File: src/inc/ifs_consts.svh
/*
 * Offsets, field positions, thresholds and timing counts of the
 * inverter fault supervisor.
 * Assumes a 20 MHz clock and the measurement scaling given beside each
 * threshold.
 */
`ifndef IFS_CONSTS_SVH
`define IFS_CONSTS_SVH

// ----------------------------------------------------------------
// register byte offsets
// ----------------------------------------------------------------
`define IFS_REG_CTRL      8'h00
`define IFS_REG_STATUS    8'h04
`define IFS_REG_FAULTS    8'h08
`define IFS_REG_SOA       8'h0C
`define IFS_REG_FSW       8'h10
`define IFS_REG_IMAX_LO   8'h14
`define IFS_REG_IMAX_HI   8'h18
`define IFS_REG_VDCMAX_LO 8'h1C
`define IFS_REG_VDCMAX_HI 8'h20

// ----------------------------------------------------------------
// fields
// ----------------------------------------------------------------
`define IFS_CTRL_EN       0
`define IFS_CTRL_SYNCSEL  1
`define IFS_NFLT          29
`define IFS_LEG_W         7
`define IFS_F_OV          0
`define IFS_F_OC          1
`define IFS_F_DESAT       2
`define IFS_F_SUP         3
`define IFS_F_OT          4
`define IFS_F_FAN         5
`define IFS_F_SHOOT       6
`define IFS_F_ENC         21
`define IFS_F_SOA         25
`define IFS_WARN_MASK     29'h0EC1830

// ----------------------------------------------------------------
// thresholds (vdc 1 V, current 0.1 A, temp 1 C, rails/vds 10 mV,
// common-mode rms 10 mA)
// ----------------------------------------------------------------
`define IFS_VDC_MAX       16'h0352
`define IFS_IM_MAX        16'h0226
`define IFS_TEMP_MAX      16'h0050
`define IFS_VDS_MAX       16'h0118
`define IFS_V5_MIN        16'h01C2
`define IFS_V5_MAX        16'h0226
`define IFS_V12_MIN       16'h044C
`define IFS_V12_MAX       16'h0514
`define IFS_ENC_TEMP_MAX  16'h0078
`define IFS_IDM_MAX       16'h0028
`define IFS_ICM_MAX       16'h008C
`define IFS_FSW_KNEE      16'h0032
`define IFS_IMAX_RST      16'h0140
`define IFS_VDCMAX_RST    16'h0320

// ----------------------------------------------------------------
// timing
// ----------------------------------------------------------------
`define IFS_CLK_HZ        20000000
`define IFS_WARN_MS       1000
`define IFS_WARN_CYC      (`IFS_WARN_MS * (`IFS_CLK_HZ / 1000))
`define IFS_TACH_MS       100
`define IFS_TACH_CYC      (`IFS_TACH_MS * (`IFS_CLK_HZ / 1000))
`define IFS_FSW_MS        1
`define IFS_FSW_CYC       (`IFS_FSW_MS * (`IFS_CLK_HZ / 1000))
`define IFS_SLOW_MS       250
`define IFS_SLOW_CYC      (`IFS_SLOW_MS * (`IFS_CLK_HZ / 1000))
`define IFS_FAST_MS       50
`define IFS_FAST_CYC      (`IFS_FAST_MS * (`IFS_CLK_HZ / 1000))

`endif

File: src/inc/ifs_pkg.sv
/*
 * Types of the inverter fault supervisor.
 * Assumes nothing beyond a SystemVerilog compiler.
 */
package ifs_pkg;
  typedef enum logic [1:0] {
    IFS_BLOCKED,
    IFS_RUNNING,
    IFS_FAULT
  } ifs_state_e;

  typedef struct packed {
    logic [15:0] vdc;
    logic signed [15:0] im;
    logic [15:0] temp;
    logic [15:0] vds_h;
    logic [15:0] vds_l;
    logic [15:0] v5;
    logic [15:0] v12;
  } ifs_leg_meas_s;

  typedef struct packed {
    logic red;
    logic green;
  } ifs_led_s;
endpackage

File: src/logic/ifs_supervisor.sv
/*
 * Inverter fault supervisor: leg gating, fault flags, warning
 * qualification, core state machine, status LEDs, Wishbone registers.
 * Assumes measurement words and PWM commands on clk_i; fan tachometers,
 * interlock, sensor presence and clear button come from pins.
 */
// Chosen here: the register addresses and register access over Wishbone.
// What this block does
// RL1 - both gates on together is forbidden
// RL2 - on fault, block gates and flag
// RL3 - fault above 850 V, 55 A, 80 C
// RL4 - desaturation above 2.8 V while on
// RL5 - fault when 5 V or 12 V rail leaves window
// RL6 - fault on lost fan tachometer
// RL7 - enclosure over 120 C or sensor missing
// RL8 - interlock input raises a fault
// RL9 - all flags merge into one global fault
// RL10 - latched fault clears on reset or button
// RL11 - still active fault stays on clear
// RL12 - estimate fsw, check derating limits
// RL13 - damping current above 4 A / 1.4 A
// RL14 - area faults readable by software directly
// RL15 - errors block gates with no delay
// RL16 - warnings must persist one second first
// RL17 - warning-caused faults shown in orange
// RL18 - error enters fault; clear returns blocked
// RL19 - blocked holds gates; enable goes running
// RL20 - running drives gates from commands
// RL21 - leg LEDs per module, together for converter
// RL22 - system LED shows core state or sync
// RL23 - global fault blocks gates same cycle
`timescale 1ns/1ps
`default_nettype none
`include "ifs_consts.svh"

module ifs_supervisor #(
  parameter int unsigned WARN_CYC = `IFS_WARN_CYC,
  parameter int unsigned TACH_CYC = `IFS_TACH_CYC,
  parameter int unsigned FSW_CYC = `IFS_FSW_CYC,
  parameter int unsigned SLOW_CYC = `IFS_SLOW_CYC,
  parameter int unsigned FAST_CYC = `IFS_FAST_CYC
) (
  // clock, reset, enable
  input wire logic clk_i,
  input wire logic rst_i,
  input wire logic ce_i,
  // wishbone slave
  input wire logic cyc_i,
  input wire logic stb_i,
  input wire logic we_i,
  input wire logic [7:0] adr_i,
  input wire logic [3:0] sel_i,
  input wire logic [31:0] dat_i,
  output logic [31:0] dat_o,
  output logic ack_o,
  // gating
  input wire logic [2:0] pwm_h_i,
  input wire logic [2:0] pwm_l_i,
  output logic [2:0] gate_h_o,
  output logic [2:0] gate_l_o,
  // measurements
  input wire ifs_pkg::ifs_leg_meas_s [2:0] meas_i,
  input wire logic [15:0] enc_temp_i,
  input wire logic signed [15:0] idr_dm_i,
  input wire logic [15:0] idr_cm_rms_i,
  // pins
  input wire logic [3:0] tach_i,
  input wire logic sensor_present_i,
  input wire logic interlock_fault_i,
  input wire logic clear_btn_i,
  // controller side
  input wire logic code_running_i,
  input wire ifs_pkg::ifs_led_s sync_led_i,
  output logic global_fault_o,
  // front panel
  output ifs_pkg::ifs_led_s [2:0] leg_led_o,
  output ifs_pkg::ifs_led_s sys_led_o
);
  import ifs_pkg::*;

  // ----------------------------------------------------------------
  // pin synchronisers
  // ----------------------------------------------------------------
  logic [6:0] pin_meta_q, pin_sync_q, pin_last_q;
  logic [6:0] pin_meta_d, pin_sync_d, pin_last_d;
  logic [3:0] tach_s, tach_edge;
  logic sens_s, ilk_s, clr_p;

  always_comb begin
    pin_meta_d = {clear_btn_i, interlock_fault_i, sensor_present_i, tach_i};
    pin_sync_d = pin_meta_q;
    pin_last_d = pin_sync_q;
  end

  always_ff @(posedge clk_i) begin
    if (rst_i) begin
      pin_meta_q <= 7'h00;
      pin_sync_q <= 7'h00;
      pin_last_q <= 7'h00;
    end else if (ce_i) begin
      pin_meta_q <= pin_meta_d;
      pin_sync_q <= pin_sync_d;
      pin_last_q <= pin_last_d;
    end
  end

  assign tach_s = pin_sync_q[3:0];
  assign tach_edge = tach_s & ~pin_last_q[3:0];
  assign sens_s = pin_sync_q[4];
  assign ilk_s = pin_sync_q[5];
  assign clr_p = pin_sync_q[6] & ~pin_last_q[6];

  // ----------------------------------------------------------------
  // fan tachometer watchdogs
  // ----------------------------------------------------------------
  logic [3:0] fan_lost;

  generate
    for (genvar f = 0; f < 4; f++) begin : g_tach
      logic [31:0] cnt_q, cnt_d;
      always_comb begin
        cnt_d = cnt_q;
        if (tach_edge[f]) begin
          cnt_d = 32'h0000_0000;
        end else if (cnt_q < TACH_CYC) begin
          cnt_d = cnt_q + 32'h0000_0001;
        end
      end
      always_ff @(posedge clk_i) begin
        if (rst_i) begin
          cnt_q <= 32'h0000_0000;
        end else if (ce_i) begin
          cnt_q <= cnt_d;
        end
      end
      assign fan_lost[f] = (cnt_q >= TACH_CYC); // RL6
    end
  endgenerate

  // ----------------------------------------------------------------
  // switching frequency estimate (edges per millisecond = kHz)
  // ----------------------------------------------------------------
  logic [31:0] win_q, win_d;
  logic [15:0] edges_q, edges_d, fsw_q, fsw_d;
  logic pwm_last_q, pwm_last_d;

  always_comb begin
    pwm_last_d = pwm_h_i[0];
    win_d = win_q + 32'h0000_0001;
    edges_d = edges_q;
    fsw_d = fsw_q;
    if (pwm_h_i[0] && !pwm_last_q) begin
      edges_d = edges_q + 16'h0001;
    end
    if (win_q >= FSW_CYC - 1) begin
      win_d = 32'h0000_0000;
      fsw_d = edges_d; // RL12
      edges_d = 16'h0000;
    end
  end

  always_ff @(posedge clk_i) begin
    if (rst_i) begin
      win_q <= 32'h0000_0000;
      edges_q <= 16'h0000;
      fsw_q <= 16'h0000;
      pwm_last_q <= 1'b0;
    end else if (ce_i) begin
      win_q <= win_d;
      edges_q <= edges_d;
      fsw_q <= fsw_d;
      pwm_last_q <= pwm_last_d;
    end
  end

  // ----------------------------------------------------------------
  // raw fault conditions
  // ----------------------------------------------------------------
  logic [`IFS_NFLT-1:0] raw, eff;
  logic [15:0] imax_lo_q, imax_hi_q, vdcmax_lo_q, vdcmax_hi_q;
  logic [15:0] imax_now, vdcmax_now, idm_abs;
  logic [2:0] derate_oc;

  assign imax_now = (fsw_q < `IFS_FSW_KNEE) ? imax_lo_q : imax_hi_q;
  assign vdcmax_now = (fsw_q < `IFS_FSW_KNEE) ? vdcmax_lo_q : vdcmax_hi_q;
  assign idm_abs = idr_dm_i[15] ? 16'(-idr_dm_i) : 16'(idr_dm_i);

  generate
    for (genvar l = 0; l < 3; l++) begin : g_leg
      logic [15:0] im_abs;
      localparam int B = l * `IFS_LEG_W;
      assign im_abs = meas_i[l].im[15] ? 16'(-meas_i[l].im) : 16'(meas_i[l].im);
      assign raw[B + `IFS_F_OV] = meas_i[l].vdc > `IFS_VDC_MAX; // RL3
      assign raw[B + `IFS_F_OC] = im_abs > `IFS_IM_MAX; // RL3
      assign raw[B + `IFS_F_DESAT] = (pwm_h_i[l] && meas_i[l].vds_h > `IFS_VDS_MAX) ||
                                     (pwm_l_i[l] && meas_i[l].vds_l > `IFS_VDS_MAX); // RL4
      assign raw[B + `IFS_F_SUP] = meas_i[l].v5 < `IFS_V5_MIN ||
                                   meas_i[l].v5 > `IFS_V5_MAX ||
                                   meas_i[l].v12 < `IFS_V12_MIN ||
                                   meas_i[l].v12 > `IFS_V12_MAX; // RL5
      assign raw[B + `IFS_F_OT] = meas_i[l].temp > `IFS_TEMP_MAX; // RL3
      assign raw[B + `IFS_F_FAN] = fan_lost[l]; // RL6
      assign raw[B + `IFS_F_SHOOT] = pwm_h_i[l] & pwm_l_i[l]; // RL1
      assign derate_oc[l] = im_abs > imax_now;
    end
  endgenerate

  assign raw[`IFS_F_ENC + 0] = enc_temp_i > `IFS_ENC_TEMP_MAX; // RL7
  assign raw[`IFS_F_ENC + 1] = ~sens_s; // RL7
  assign raw[`IFS_F_ENC + 2] = fan_lost[3]; // RL6
  assign raw[`IFS_F_ENC + 3] = ilk_s; // RL8
  assign raw[`IFS_F_SOA + 0] = |derate_oc; // RL12
  assign raw[`IFS_F_SOA + 1] = meas_i[0].vdc > vdcmax_now; // RL12
  assign raw[`IFS_F_SOA + 2] = idm_abs > `IFS_IDM_MAX; // RL13
  assign raw[`IFS_F_SOA + 3] = idr_cm_rms_i > `IFS_ICM_MAX; // RL13

  // ----------------------------------------------------------------
  // warning qualification and latching
  // ----------------------------------------------------------------
  localparam logic [`IFS_NFLT-1:0] WARN = `IFS_WARN_MASK;

  generate
    for (genvar i = 0; i < `IFS_NFLT; i++) begin : g_qual
      if (WARN[i]) begin : g_warn
        logic [31:0] hold_q, hold_d;
        always_comb begin
          hold_d = 32'h0000_0000;
          if (raw[i]) begin
            hold_d = (hold_q < WARN_CYC) ? hold_q + 32'h0000_0001 : hold_q;
          end
        end
        always_ff @(posedge clk_i) begin
          if (rst_i) begin
            hold_q <= 32'h0000_0000;
          end else if (ce_i) begin
            hold_q <= hold_d;
          end
        end
        assign eff[i] = raw[i] && hold_q >= WARN_CYC - 1; // RL16
      end else begin : g_err
        assign eff[i] = raw[i]; // RL15
      end
    end
  endgenerate

  logic [`IFS_NFLT-1:0] lat_q, lat_d;
  logic glob_now;

  // a still-present condition re-sets its bit, so set wins over clear
  always_comb begin
    lat_d = eff | (lat_q & {`IFS_NFLT{~clr_p}}); // RL10 RL11
  end

  always_ff @(posedge clk_i) begin
    if (rst_i) begin
      lat_q <= '0;
    end else if (ce_i) begin
      lat_q <= lat_d;
    end
  end

  assign glob_now = |eff | |lat_q; // RL9
  assign global_fault_o = glob_now;

  // ----------------------------------------------------------------
  // core state machine and gating
  // ----------------------------------------------------------------
  ifs_state_e state_q, state_d;
  logic en_q, en_d, syncsel_q, syncsel_d;
  logic wr_ctrl, blocked;

  always_comb begin
    state_d = state_q;
    case (state_q)
      IFS_BLOCKED: begin
        if (glob_now) begin
          state_d = IFS_FAULT; // RL23
        end else if (en_q) begin
          state_d = IFS_RUNNING; // RL19
        end
      end
      IFS_RUNNING: begin
        if (glob_now) begin
          state_d = IFS_FAULT; // RL18 RL23
        end else if (!en_q) begin
          state_d = IFS_BLOCKED;
        end
      end
      IFS_FAULT: begin
        if (clr_p && !(|eff)) begin
          state_d = IFS_BLOCKED; // RL18 RL11
        end
      end
      default: state_d = IFS_FAULT;
    endcase
  end

  // enable is dropped on a fault so leaving the fault never restarts pwm
  always_comb begin
    en_d = en_q;
    syncsel_d = syncsel_q;
    if (wr_ctrl && sel_i[0]) begin
      en_d = dat_i[`IFS_CTRL_EN];
      syncsel_d = dat_i[`IFS_CTRL_SYNCSEL];
    end
    if (glob_now || state_q == IFS_FAULT) begin
      en_d = 1'b0;
    end
  end

  always_ff @(posedge clk_i) begin
    if (rst_i) begin
      state_q <= IFS_BLOCKED;
      en_q <= 1'b0;
      syncsel_q <= 1'b0;
    end else if (ce_i) begin
      state_q <= state_d;
      en_q <= en_d;
      syncsel_q <= syncsel_d;
    end
  end

  // combinational so an error blocks the gates in the cycle it appears
  assign blocked = (state_q != IFS_RUNNING) | glob_now; // RL2 RL15 RL19 RL23
  assign gate_h_o = pwm_h_i & ~pwm_l_i & {3{~blocked}}; // RL1 RL20
  assign gate_l_o = pwm_l_i & ~pwm_h_i & {3{~blocked}}; // RL1 RL20

  // ----------------------------------------------------------------
  // blink timers and leds
  // ----------------------------------------------------------------
  logic [31:0] slow_q, slow_d, fast_q, fast_d;
  logic sph_q, sph_d, fph_q, fph_d, warn_only;
  ifs_led_s [2:0] leg_led_q, leg_led_d;
  ifs_led_s sys_led_q, sys_led_d;

  always_comb begin
    slow_d = slow_q + 32'h0000_0001;
    fast_d = fast_q + 32'h0000_0001;
    sph_d = sph_q;
    fph_d = fph_q;
    if (slow_q >= SLOW_CYC - 1) begin
      slow_d = 32'h0000_0000;
      sph_d = ~sph_q;
    end
    if (fast_q >= FAST_CYC - 1) begin
      fast_d = 32'h0000_0000;
      fph_d = ~fph_q;
    end
  end

  assign warn_only = |(lat_q & WARN) && !(|(lat_q & ~WARN));

  always_comb begin
    logic bus_ov, enc_warn;
    bus_ov = lat_q[`IFS_F_OV] | lat_q[`IFS_LEG_W + `IFS_F_OV] |
             lat_q[2 * `IFS_LEG_W + `IFS_F_OV];
    enc_warn = |lat_q[`IFS_F_ENC + 2 : `IFS_F_ENC];
    for (int l = 0; l < 3; l++) begin
      leg_led_d[l] = '{red: 1'b0, green: 1'b1};
      if (lat_q[l * `IFS_LEG_W + `IFS_F_DESAT] || lat_q[l * `IFS_LEG_W + `IFS_F_SHOOT]) begin
        leg_led_d[l] = '{red: fph_q, green: 1'b0};
      end else if (lat_q[l * `IFS_LEG_W + `IFS_F_OC]) begin
        leg_led_d[l] = '{red: sph_q, green: 1'b0};
      end else if (lat_q[l * `IFS_LEG_W + `IFS_F_SUP]) begin
        leg_led_d[l] = '{red: 1'b1, green: 1'b0};
      end else if (lat_q[l * `IFS_LEG_W + `IFS_F_OT] || lat_q[l * `IFS_LEG_W + `IFS_F_FAN]) begin
        leg_led_d[l] = '{red: sph_q, green: sph_q}; // RL17
      end
    end
    // converter-wide events override the per-module view
    if (lat_q[`IFS_F_ENC + 3]) begin
      leg_led_d = {3{ifs_led_s'({fph_q, 1'b0})}}; // RL21
    end else if (bus_ov) begin
      leg_led_d = {3{ifs_led_s'({sph_q, 1'b0})}}; // RL21
    end else if (enc_warn) begin
      leg_led_d = {3{ifs_led_s'({sph_q, sph_q})}}; // RL21 RL17
    end
    sys_led_d = '{red: 1'b0, green: 1'b0};
    if (!code_running_i) begin
      sys_led_d = '{red: 1'b0, green: 1'b0};
    end else if (syncsel_q) begin
      sys_led_d = sync_led_i; // RL22
    end else if (state_q == IFS_FAULT) begin
      sys_led_d = '{red: 1'b1, green: warn_only}; // RL22 RL17
    end else if (state_q == IFS_BLOCKED) begin
      sys_led_d = '{red: 1'b0, green: sph_q}; // RL22
    end else begin
      sys_led_d = '{red: 1'b0, green: 1'b1}; // RL22
    end
  end

  always_ff @(posedge clk_i) begin
    if (rst_i) begin
      slow_q <= 32'h0000_0000;
      fast_q <= 32'h0000_0000;
      sph_q <= 1'b0;
      fph_q <= 1'b0;
      leg_led_q <= '0;
      sys_led_q <= '0;
    end else if (ce_i) begin
      slow_q <= slow_d;
      fast_q <= fast_d;
      sph_q <= sph_d;
      fph_q <= fph_d;
      leg_led_q <= leg_led_d;
      sys_led_q <= sys_led_d;
    end
  end

  assign leg_led_o = leg_led_q;
  assign sys_led_o = sys_led_q;

  // ----------------------------------------------------------------
  // wishbone registers
  // ----------------------------------------------------------------
  logic ack_q, ack_d;
  logic [31:0] rd_q, rd_d;
  logic req, wr;
  logic [15:0] imax_lo_q_d, imax_hi_q_d, vdcmax_lo_q_d, vdcmax_hi_q_d;

  assign req = cyc_i & stb_i & ~ack_q;
  assign wr = req & we_i;
  assign wr_ctrl = wr && adr_i == `IFS_REG_CTRL;

  always_comb begin
    ack_d = req;
    rd_d = rd_q;
    imax_lo_q_d = imax_lo_q;
    imax_hi_q_d = imax_hi_q;
    vdcmax_lo_q_d = vdcmax_lo_q;
    vdcmax_hi_q_d = vdcmax_hi_q;
    if (req) begin
      case (adr_i)
        `IFS_REG_CTRL: rd_d = {30'h0, syncsel_q, en_q};
        `IFS_REG_STATUS: rd_d = {28'h0, warn_only, glob_now, state_q};
        `IFS_REG_FAULTS: rd_d = {3'h0, lat_q};
        `IFS_REG_SOA: rd_d = {24'h0, raw[`IFS_F_SOA +: 4], lat_q[`IFS_F_SOA +: 4]}; // RL14
        `IFS_REG_FSW: rd_d = {16'h0, fsw_q};
        `IFS_REG_IMAX_LO: rd_d = {16'h0, imax_lo_q};
        `IFS_REG_IMAX_HI: rd_d = {16'h0, imax_hi_q};
        `IFS_REG_VDCMAX_LO: rd_d = {16'h0, vdcmax_lo_q};
        `IFS_REG_VDCMAX_HI: rd_d = {16'h0, vdcmax_hi_q};
        default: rd_d = 32'h0000_0000;
      endcase
    end
    if (wr && sel_i[1:0] == 2'h3) begin
      case (adr_i)
        `IFS_REG_IMAX_LO: imax_lo_q_d = dat_i[15:0];
        `IFS_REG_IMAX_HI: imax_hi_q_d = dat_i[15:0];
        `IFS_REG_VDCMAX_LO: vdcmax_lo_q_d = dat_i[15:0];
        `IFS_REG_VDCMAX_HI: vdcmax_hi_q_d = dat_i[15:0];
        default: ;
      endcase
    end
  end


  always_ff @(posedge clk_i) begin
    if (rst_i) begin
      ack_q <= 1'b0;
      rd_q <= 32'h0000_0000;
      imax_lo_q <= `IFS_IMAX_RST;
      imax_hi_q <= `IFS_IMAX_RST;
      vdcmax_lo_q <= `IFS_VDCMAX_RST;
      vdcmax_hi_q <= `IFS_VDCMAX_RST;
    end else if (ce_i) begin
      ack_q <= ack_d;
      rd_q <= rd_d;
      imax_lo_q <= imax_lo_q_d;
      imax_hi_q <= imax_hi_q_d;
      vdcmax_lo_q <= vdcmax_lo_q_d;
      vdcmax_hi_q <= vdcmax_hi_q_d;
    end
  end

  assign ack_o = ack_q;
  assign dat_o = rd_q;
endmodule // ifs_supervisor
`default_nettype wire

File: config.mk
export PLATFORM = sky130hd
export DESIGN_NAME = ifs_supervisor
export DESIGN_NICKNAME = d
export VERILOG_FILES = /design/src/inc/ifs_pkg.sv /design/src/logic/ifs_supervisor.sv
export VERILOG_INCLUDE_DIRS = /design/src /design/src/inc
export SDC_FILE = /design/constraint.sdc
export NUM_CORES = 2
export LEC_CHECK = 0
export ABC_AREA = 1
export BUFFER_PORTS_ARGS = -buffer_cell sky130_fd_sc_hd__buf_2
export CORE_MARGIN = 8
export CORE_UTILIZATION = 37
export DETAILED_ROUTE_END_ITERATION = 6
export GPL_ROUTABILITY_DRIVEN = 0
export RECOVER_POWER = 50
export SLEW_MARGIN = 20
export SYNTH_ARGS = -nofsm -noshare
export SYNTH_HDL_FRONTEND = slang
export SYNTH_SLANG_ARGS = --single-unit
File: constraint.sdc
create_clock -name clk_i -period 10.4 [get_ports clk_i]
set_input_delay 1.04 -clock clk_i [delete_from_list [all_inputs] [get_ports clk_i]]
set_output_delay 1.04 -clock clk_i [all_outputs]
set_load 0.005 [all_outputs]
# == After elaboration in Yosys (flattened, before gate mapping) ==
# Cells that the tools add are included.
# totals
register_bits,706
latchBits,0
ramBits,0
rom_bits,0
input_bits,450
output_inout_bits,48
wordCells,324
memories,0
# op_classes
n_addsub,21
n_mul,0
n_div,0
order_cmp,64
n_eq_ne,23
shifts,0
mux,65
n_bitwise,28
reduce_logical,81
# op_table
operator,n
$mux 32,29
$add 32x1->32 const B,16
$ge 32x25->1 const B,9
$lt 32x25->1 const B,9
$pmux 29 s9,1
$gt 16x10->1 const B,9
$ge 32x21->1 const B,4
$lt 32x21->1 const B,4
$mux 16,8
$gt 16x9->1 const B,6
$gt 16x16->1,4
$gt 16x7->1 const B,4
$neg 16->16,4
$gt 16x11->1 const B,3
$lt 16x11->1 const B,3
$lt 16x9->1 const B,3
$mux 2,20
$reduce_and 2->1,19
$eq 8x5->1 const B,4
$ge 32x15->1 const B,1
$ge 32x20->1 const B,1
$ge 32x23->1 const B,1
$reduce_or 31->1,1
$and 29x29->29,1
other kinds (35),118

# == Longest topological paths before layout ==
# depth
word_depth,9
depth_mapped,29
mapped_depth_nobuf,27

# == Worst setup path after synthesis ==
# OpenSTA, ideal clock, no wires.
# synth_timing
path_type,input to output
from,input port meas_i[80] (netlist bit)
to,output port gate_h_o[0]
arrival_ns,3.530
required_ns,9.360
slack_ns,5.830
stages,19
path_buffers,0
path_cell_list,inv_1 ha_1 nand3_1 nor2_1 nand3_1 nand2_1 xor2_1 inv_1 ha_1 nand4_1 nor3_1 nand3_1 nor3b_1 nand2_1 nand2_1 nand3_1 nor2_1 nand2_1 nor3_1
# synth_between
elab_chain_cells,8
word_cells_on_any_way,9
classes_between,add/sub (1); order compare (2); mux (1); bitwise (4); reduce/logical (1)
# synth_rtl
element,line,source
start: declaration,ifs_supervisor.sv:62,"input wire ifs_pkg::ifs_leg_meas_s [2:0] meas_i,"
$neg 16->16,ifs_supervisor.sv:192,assign im_abs = meas_i[l].im[15] ? 16'(-meas_i[l].im) : 16'(meas_i[l].im);
$mux 16 *,ifs_supervisor.sv:192,
$gt 16x10->1 (no line) or $gt 16x16->1 (tied branches),--,
$reduce_or 31->1 *,ifs_supervisor.sv:262,assign glob_now = |eff | |lat_q;
$or 1x1->1 *,ifs_supervisor.sv:262,
$or 1x1->1 *,ifs_supervisor.sv:324,assign blocked = (state_q != IFS_RUNNING) | glob_now;
$not 1->1 *,ifs_supervisor.sv:325,assign gate_h_o = pwm_h_i & ~pwm_l_i & {3{~blocked}};
$and 3x3->3 *,ifs_supervisor.sv:325,
end: declaration,ifs_supervisor.sv:59,"output logic [2:0] gate_h_o,"
# Every way passes the cells marked *; elsewhere a longest branch is shown, timed or not.

# == Worst setup path after layout ==
# layout_timing
from,input port ce_i
to,register g_tach[3].cnt_q[14]
# layout_between
elab_chain_cells,1
# layout_rtl
element,line,source
start: declaration,ifs_supervisor.sv:46,"input wire logic ce_i,"
$reduce_and 2->1 (no line),--,
end signal: assignment,ifs_supervisor.sv:133,cnt_q <= cnt_d;
end: declaration,ifs_supervisor.sv:120,"logic [31:0] cnt_q, cnt_d;"
# No other way between the ends.
# A chain may end at the register's enable or synchronous reset.

==> out/qor.txt <==
Number of instances in the synthesized netlist: 5513
Cell taking the most area after synthesis: dfxtp_1
Critical path buffers and inverters: 2
CTS Buf Count: 81
Number of max-cap violations: 10
Pwr dens: 142 mW/mm²
Most instantiated flip-flop cell in the synthesis netlist: dfxtp_1
Leading cell types by total area after synthesis: dfxtp_1, nand2_1, inv_1, nor2_1, a21oi_1
Tot GR Track Use: 0.199
Wire length on met3: 7150 µm
Worst Setup Path Type: input pin to flop
Number of vias per cell after detailed routing: 5.04
Endpoint of the lowest-slack register-to-register path: state_q[0]
Critical-path cell with the highest stage delay: clkbuf_1
Met2 routed wirelength: 53200 µm
Aggregate global routing overflow: 0
Initial detailed-routing violation count: 2498
Violations in the final reports: capacitance limit, slew limit
Synthesis warning total: 0
CP Data Arrival Time: 7790 ps
Leakage power of the design: 17.6 nW
Via count of the first global-routing pass: 34400
Synth Cell Area: 0.0370 mm²
CP Capture Type: flop
Cell area after placement: 0.0407 mm²
Total of flip-flops plus latches after synthesis: 701
Initial antenna violation count: 23
Depth of the worst register-to-register path: 20
Post-synth top area share: 0.379
Design Power: 6.14 mW
TritonCTS clock tree: done
Fmax: 137 MHz
CTS root buf: clkbuf_16
Layout net count: 6499
Die height: 332 µm
Post-synthesis to final-layout area growth: 17.1%
Timing startpoint of the critical path: ce_i
Effective utilization at floorplan: 0.371
HPWL after DPL: 89200 µm
Setup TNS: 0 ps
Relative max-transition margin: -0.768
Startpoint of the worst-slack reg-to-reg timing path: fsw_q[15]
Layout Cells excl Fill: 7336
Placed Instances: 7178
Post-layout utilization of the core: 0.435
H-tree level count: 3
Final Cycle Share: 0.701
DRC viols: 0
Final setup vio count: 0
Share of synthesized flip-flops with an asynchronous set or reset: 0
Top cell family by delay on the critical path: buffers and inverters
Via count: 37000
Metal-1 WL: 50000 µm
Result of the run: complete, but fails checks
Antenna Violating Nets Remaining: 0
Horiz. Die Dim: 332 µm
Maximum number of pins on one net before global-route repair: 90
Average wire per standard cell: 15.7 µm
Highest signal layer in the routed design: met4
Unique cell type count in the Yosys netlist: 70
Post-CTS clock slew at the launch and capture registers of the worst setup and hold paths: 60 ps
Number of max-slew violations in the final report: 331
Total wire length after detailed routing: 115000 µm
Buffer levels on the longest clock path: 3
Sequential cell area fraction in the yosys report: 0.379
Max VDD drop: 0.000102 V
Launching element type of the critical path: input pin
Cell count along the critical path: 13
Number of fill cells in the layout: 10500
Crit path time final: 7290 ps
Core outline area: 0.0997 mm²
Hold Fails Final Rpt: 0
Average instance area after synthesis: 6.72 µm²
Cell occurring most often along the worst timing path: nand2_1
Combined area of the multi-input logic cells: 0.0195 mm²
Data required, critical path: 10900 ps
Number of enable flip-flop cells after synthesis: 0
Critical path's largest stage delay: 1970 ps
Sequential cell area: 0.0140 mm²
Global-route wire length before repair: 182000 µm
Setup repair after global routing missed its margin: false
Setup skew after layout: 29.0 ps
Insertion delay of the later-clocked pin in the worst-skew pair: 630 ps
Worst R2R Setup Slack: 5770 ps
Die Footprint: 0.110 mm²
Number of resized instances in the post-cts repair step: 0
List of cells traversed by the critical path: clkbuf_1 > clkbuf_1 > o21ai_0 > nor3_1 > nand3_1 > nor3_2 > nand3_1 > nor2_1 > nand2_1 > nor2_1 > nand2_1 > nand2_1 > a21oi_1
Number of buffers added for setup after CTS: 0
Number of buffer cells added on primary ports: 476
Total of hold buffers inserted after clock tree synthesis: 0
Peak fanout along the critical path: 45
Min-delay worst type: flop to flop
Transition time of the tightest slew-check pin: 2650 ps
Endpoint of the worst setup timing path: g_tach[3].cnt_q[14]
Number of detailed-routing iterations run before antenna repair: 6
Placement Rows: 116
I/O pin count: 498
Final std cell area, no fill: 0.0434 mm²
Total clock sinks: 701
Fraction of final layout cells sized beyond drive strength 1: 0.122
-- sequential cells by signal, summed over array words and instances (netlist names), 2 cells and up --
register	flops
imax_hi_q	16
vdcmax_lo_q	16
pin_last_q	5
leg_led_o	6
state_q	2
edges_q	16
sys_led_o	2
imax_lo_q	16
fast_q	32
g_qual.g_warn.hold_q	288
win_q	32
pin_last_d	7
pin_meta_q	7
vdcmax_hi_q	16
fsw_q	16
g_tach.cnt_q	128
dat_o	29
slow_q	32
lat_q	29
-- worst min-delay path by stage --
| stage | start | end | slack [ps] | cells after the start |
|---|---|---|---|---|
| 2_1_floorplan | slow_q[24] | slow_q[24] | 410 | 2 |
| 6_report | win_q[16] | win_q[16] | 430 | 2 |
| 3_3_place_gp | win_q[29] | win_q[29] | 420 | 2 |
| 3_5_place_dp | win_q[16] | win_q[16] | 430 | 2 |
| 5_1_grt | win_q[19] | win_q[19] | 450 | 2 |
| 4_1_cts | win_q[16] | win_q[16] | 440 | 2 |
-- report_power, final --
part / switching [mW] / internal [mW]
clock: 1.15 / 1.83
combinational: 0.280 / 0.157
sequential: 0.0221 / 2.71
total: 1.45 / 4.69
-- cells in the final DEF, fill, tap and decap left out, drive strengths merged, types with 7 or more instances in the layout --
| cell | synthesis | final |
|---|---|---|
| xor2 | 68 | 68 |
| a31oi | 25 | 25 |
| inv | 730 | 734 |
| nor3 | 319 | 319 |
| dfxtp | 701 | 701 |
| or2 | 28 | 28 |
| a221oi | 17 | 17 |
| a21oi | 450 | 450 |
| nor3b | 20 | 20 |
| diode | 0 | 10 |
| nand3 | 307 | 307 |
| nor4 | 78 | 78 |
| o221ai | 7 | 7 |
| nand3b | 17 | 17 |
| a211oi | 32 | 32 |
| and3 | 7 | 7 |
| o21a | 22 | 22 |
| nand2 | 1172 | 1172 |
| o21bai | 7 | 7 |
| a21boi | 8 | 8 |
| mux2i | 8 | 8 |
| clkinv | 10 | 18 |
| nor2 | 741 | 741 |
| clkbuf | 115 | 159 |
| bufinv | 0 | 8 |
| buf | 26 | 470 |
| o211a | 10 | 10 |
| nand4 | 118 | 118 |
| ha | 86 | 86 |
| o22ai | 14 | 14 |
| o31ai | 9 | 9 |
| o21ai | 313 | 313 |
| o211ai | 15 | 15 |
-- stage by stage --
step                setup slack, ps  hold WS [ps]
finish                         3110           433
global route                   2460           447
CTS                            4050           436
detailed placement             4720           425
global placement               4730           424
floorplan                      5830           414
-- final cells by class --
type                            count  area share
Clock buffer                      123      0.0566
Multi-Input combinational cell   3933       0.450
Clock inverter                     25     0.00860
Tap cell                         1298      0.0374
Sequential cell                   701       0.324
Inverter                          740      0.0642
Antenna cell                       10    0.000577
Timing Repair Buffer              506      0.0589
-- layer usage --
| metal | vias to the layer above | track usage |
|---|---|---|
| met2 | 1013 | 0.341 |
| met4 | 0 | 0.0854 |
| li1 | 19100 | - |
| met1 | 16600 | 0.242 |
| met3 | 228 | 0.0365 |
| met5 | - | 0 |
-- worst min-delay path, cell delays in order, from the launching register on --
cell and delay, ps:
dfxtp_1 290, inv_1 60, nor3_1 40
-- logic make-up (layout without fill, tap and decap cells) --
family | Yosys count | after routing | share of synthesized area
xor+xnor | 73 | 73 | 0.0173
mux | 9 | 9 | 0.00247
compound gates | 953 | 953 | 0.143
simple gates | 2809 | 2809 | 0.339
other cells | 1 | 13 | 0.000101
flops | 701 | 701 | 0.379
fa+ha+maj | 86 | 86 | 0.0291
buf+inv | 881 | 1394 | 0.0903
-- synth_stat cells (9+ instances only) --
cell type / instances
nand2_1: 1141
inv_1: 709
dfxtp_1: 701
nor2_1: 692
a21oi_1: 448
nor3_1: 302
nand3_1: 301
o21ai_0: 282
nand4_1: 116
clkbuf_1: 115
ha_1: 86
nor4_1: 69
xor2_1: 68
nor2_2: 40
a211oi_1: 32
o21ai_1: 28
a31oi_1: 25
nand2_2: 25
o21a_1: 22
inv_2: 20
nor3b_1: 20
or2_2: 20
a221oi_1: 17
nand3b_1: 17
nor3_2: 17
o211ai_1: 15
buf_2: 14
o22ai_1: 14
o211a_1: 10
o31ai_1: 9
Note: power is estimated with default switching activity, not from simulation.
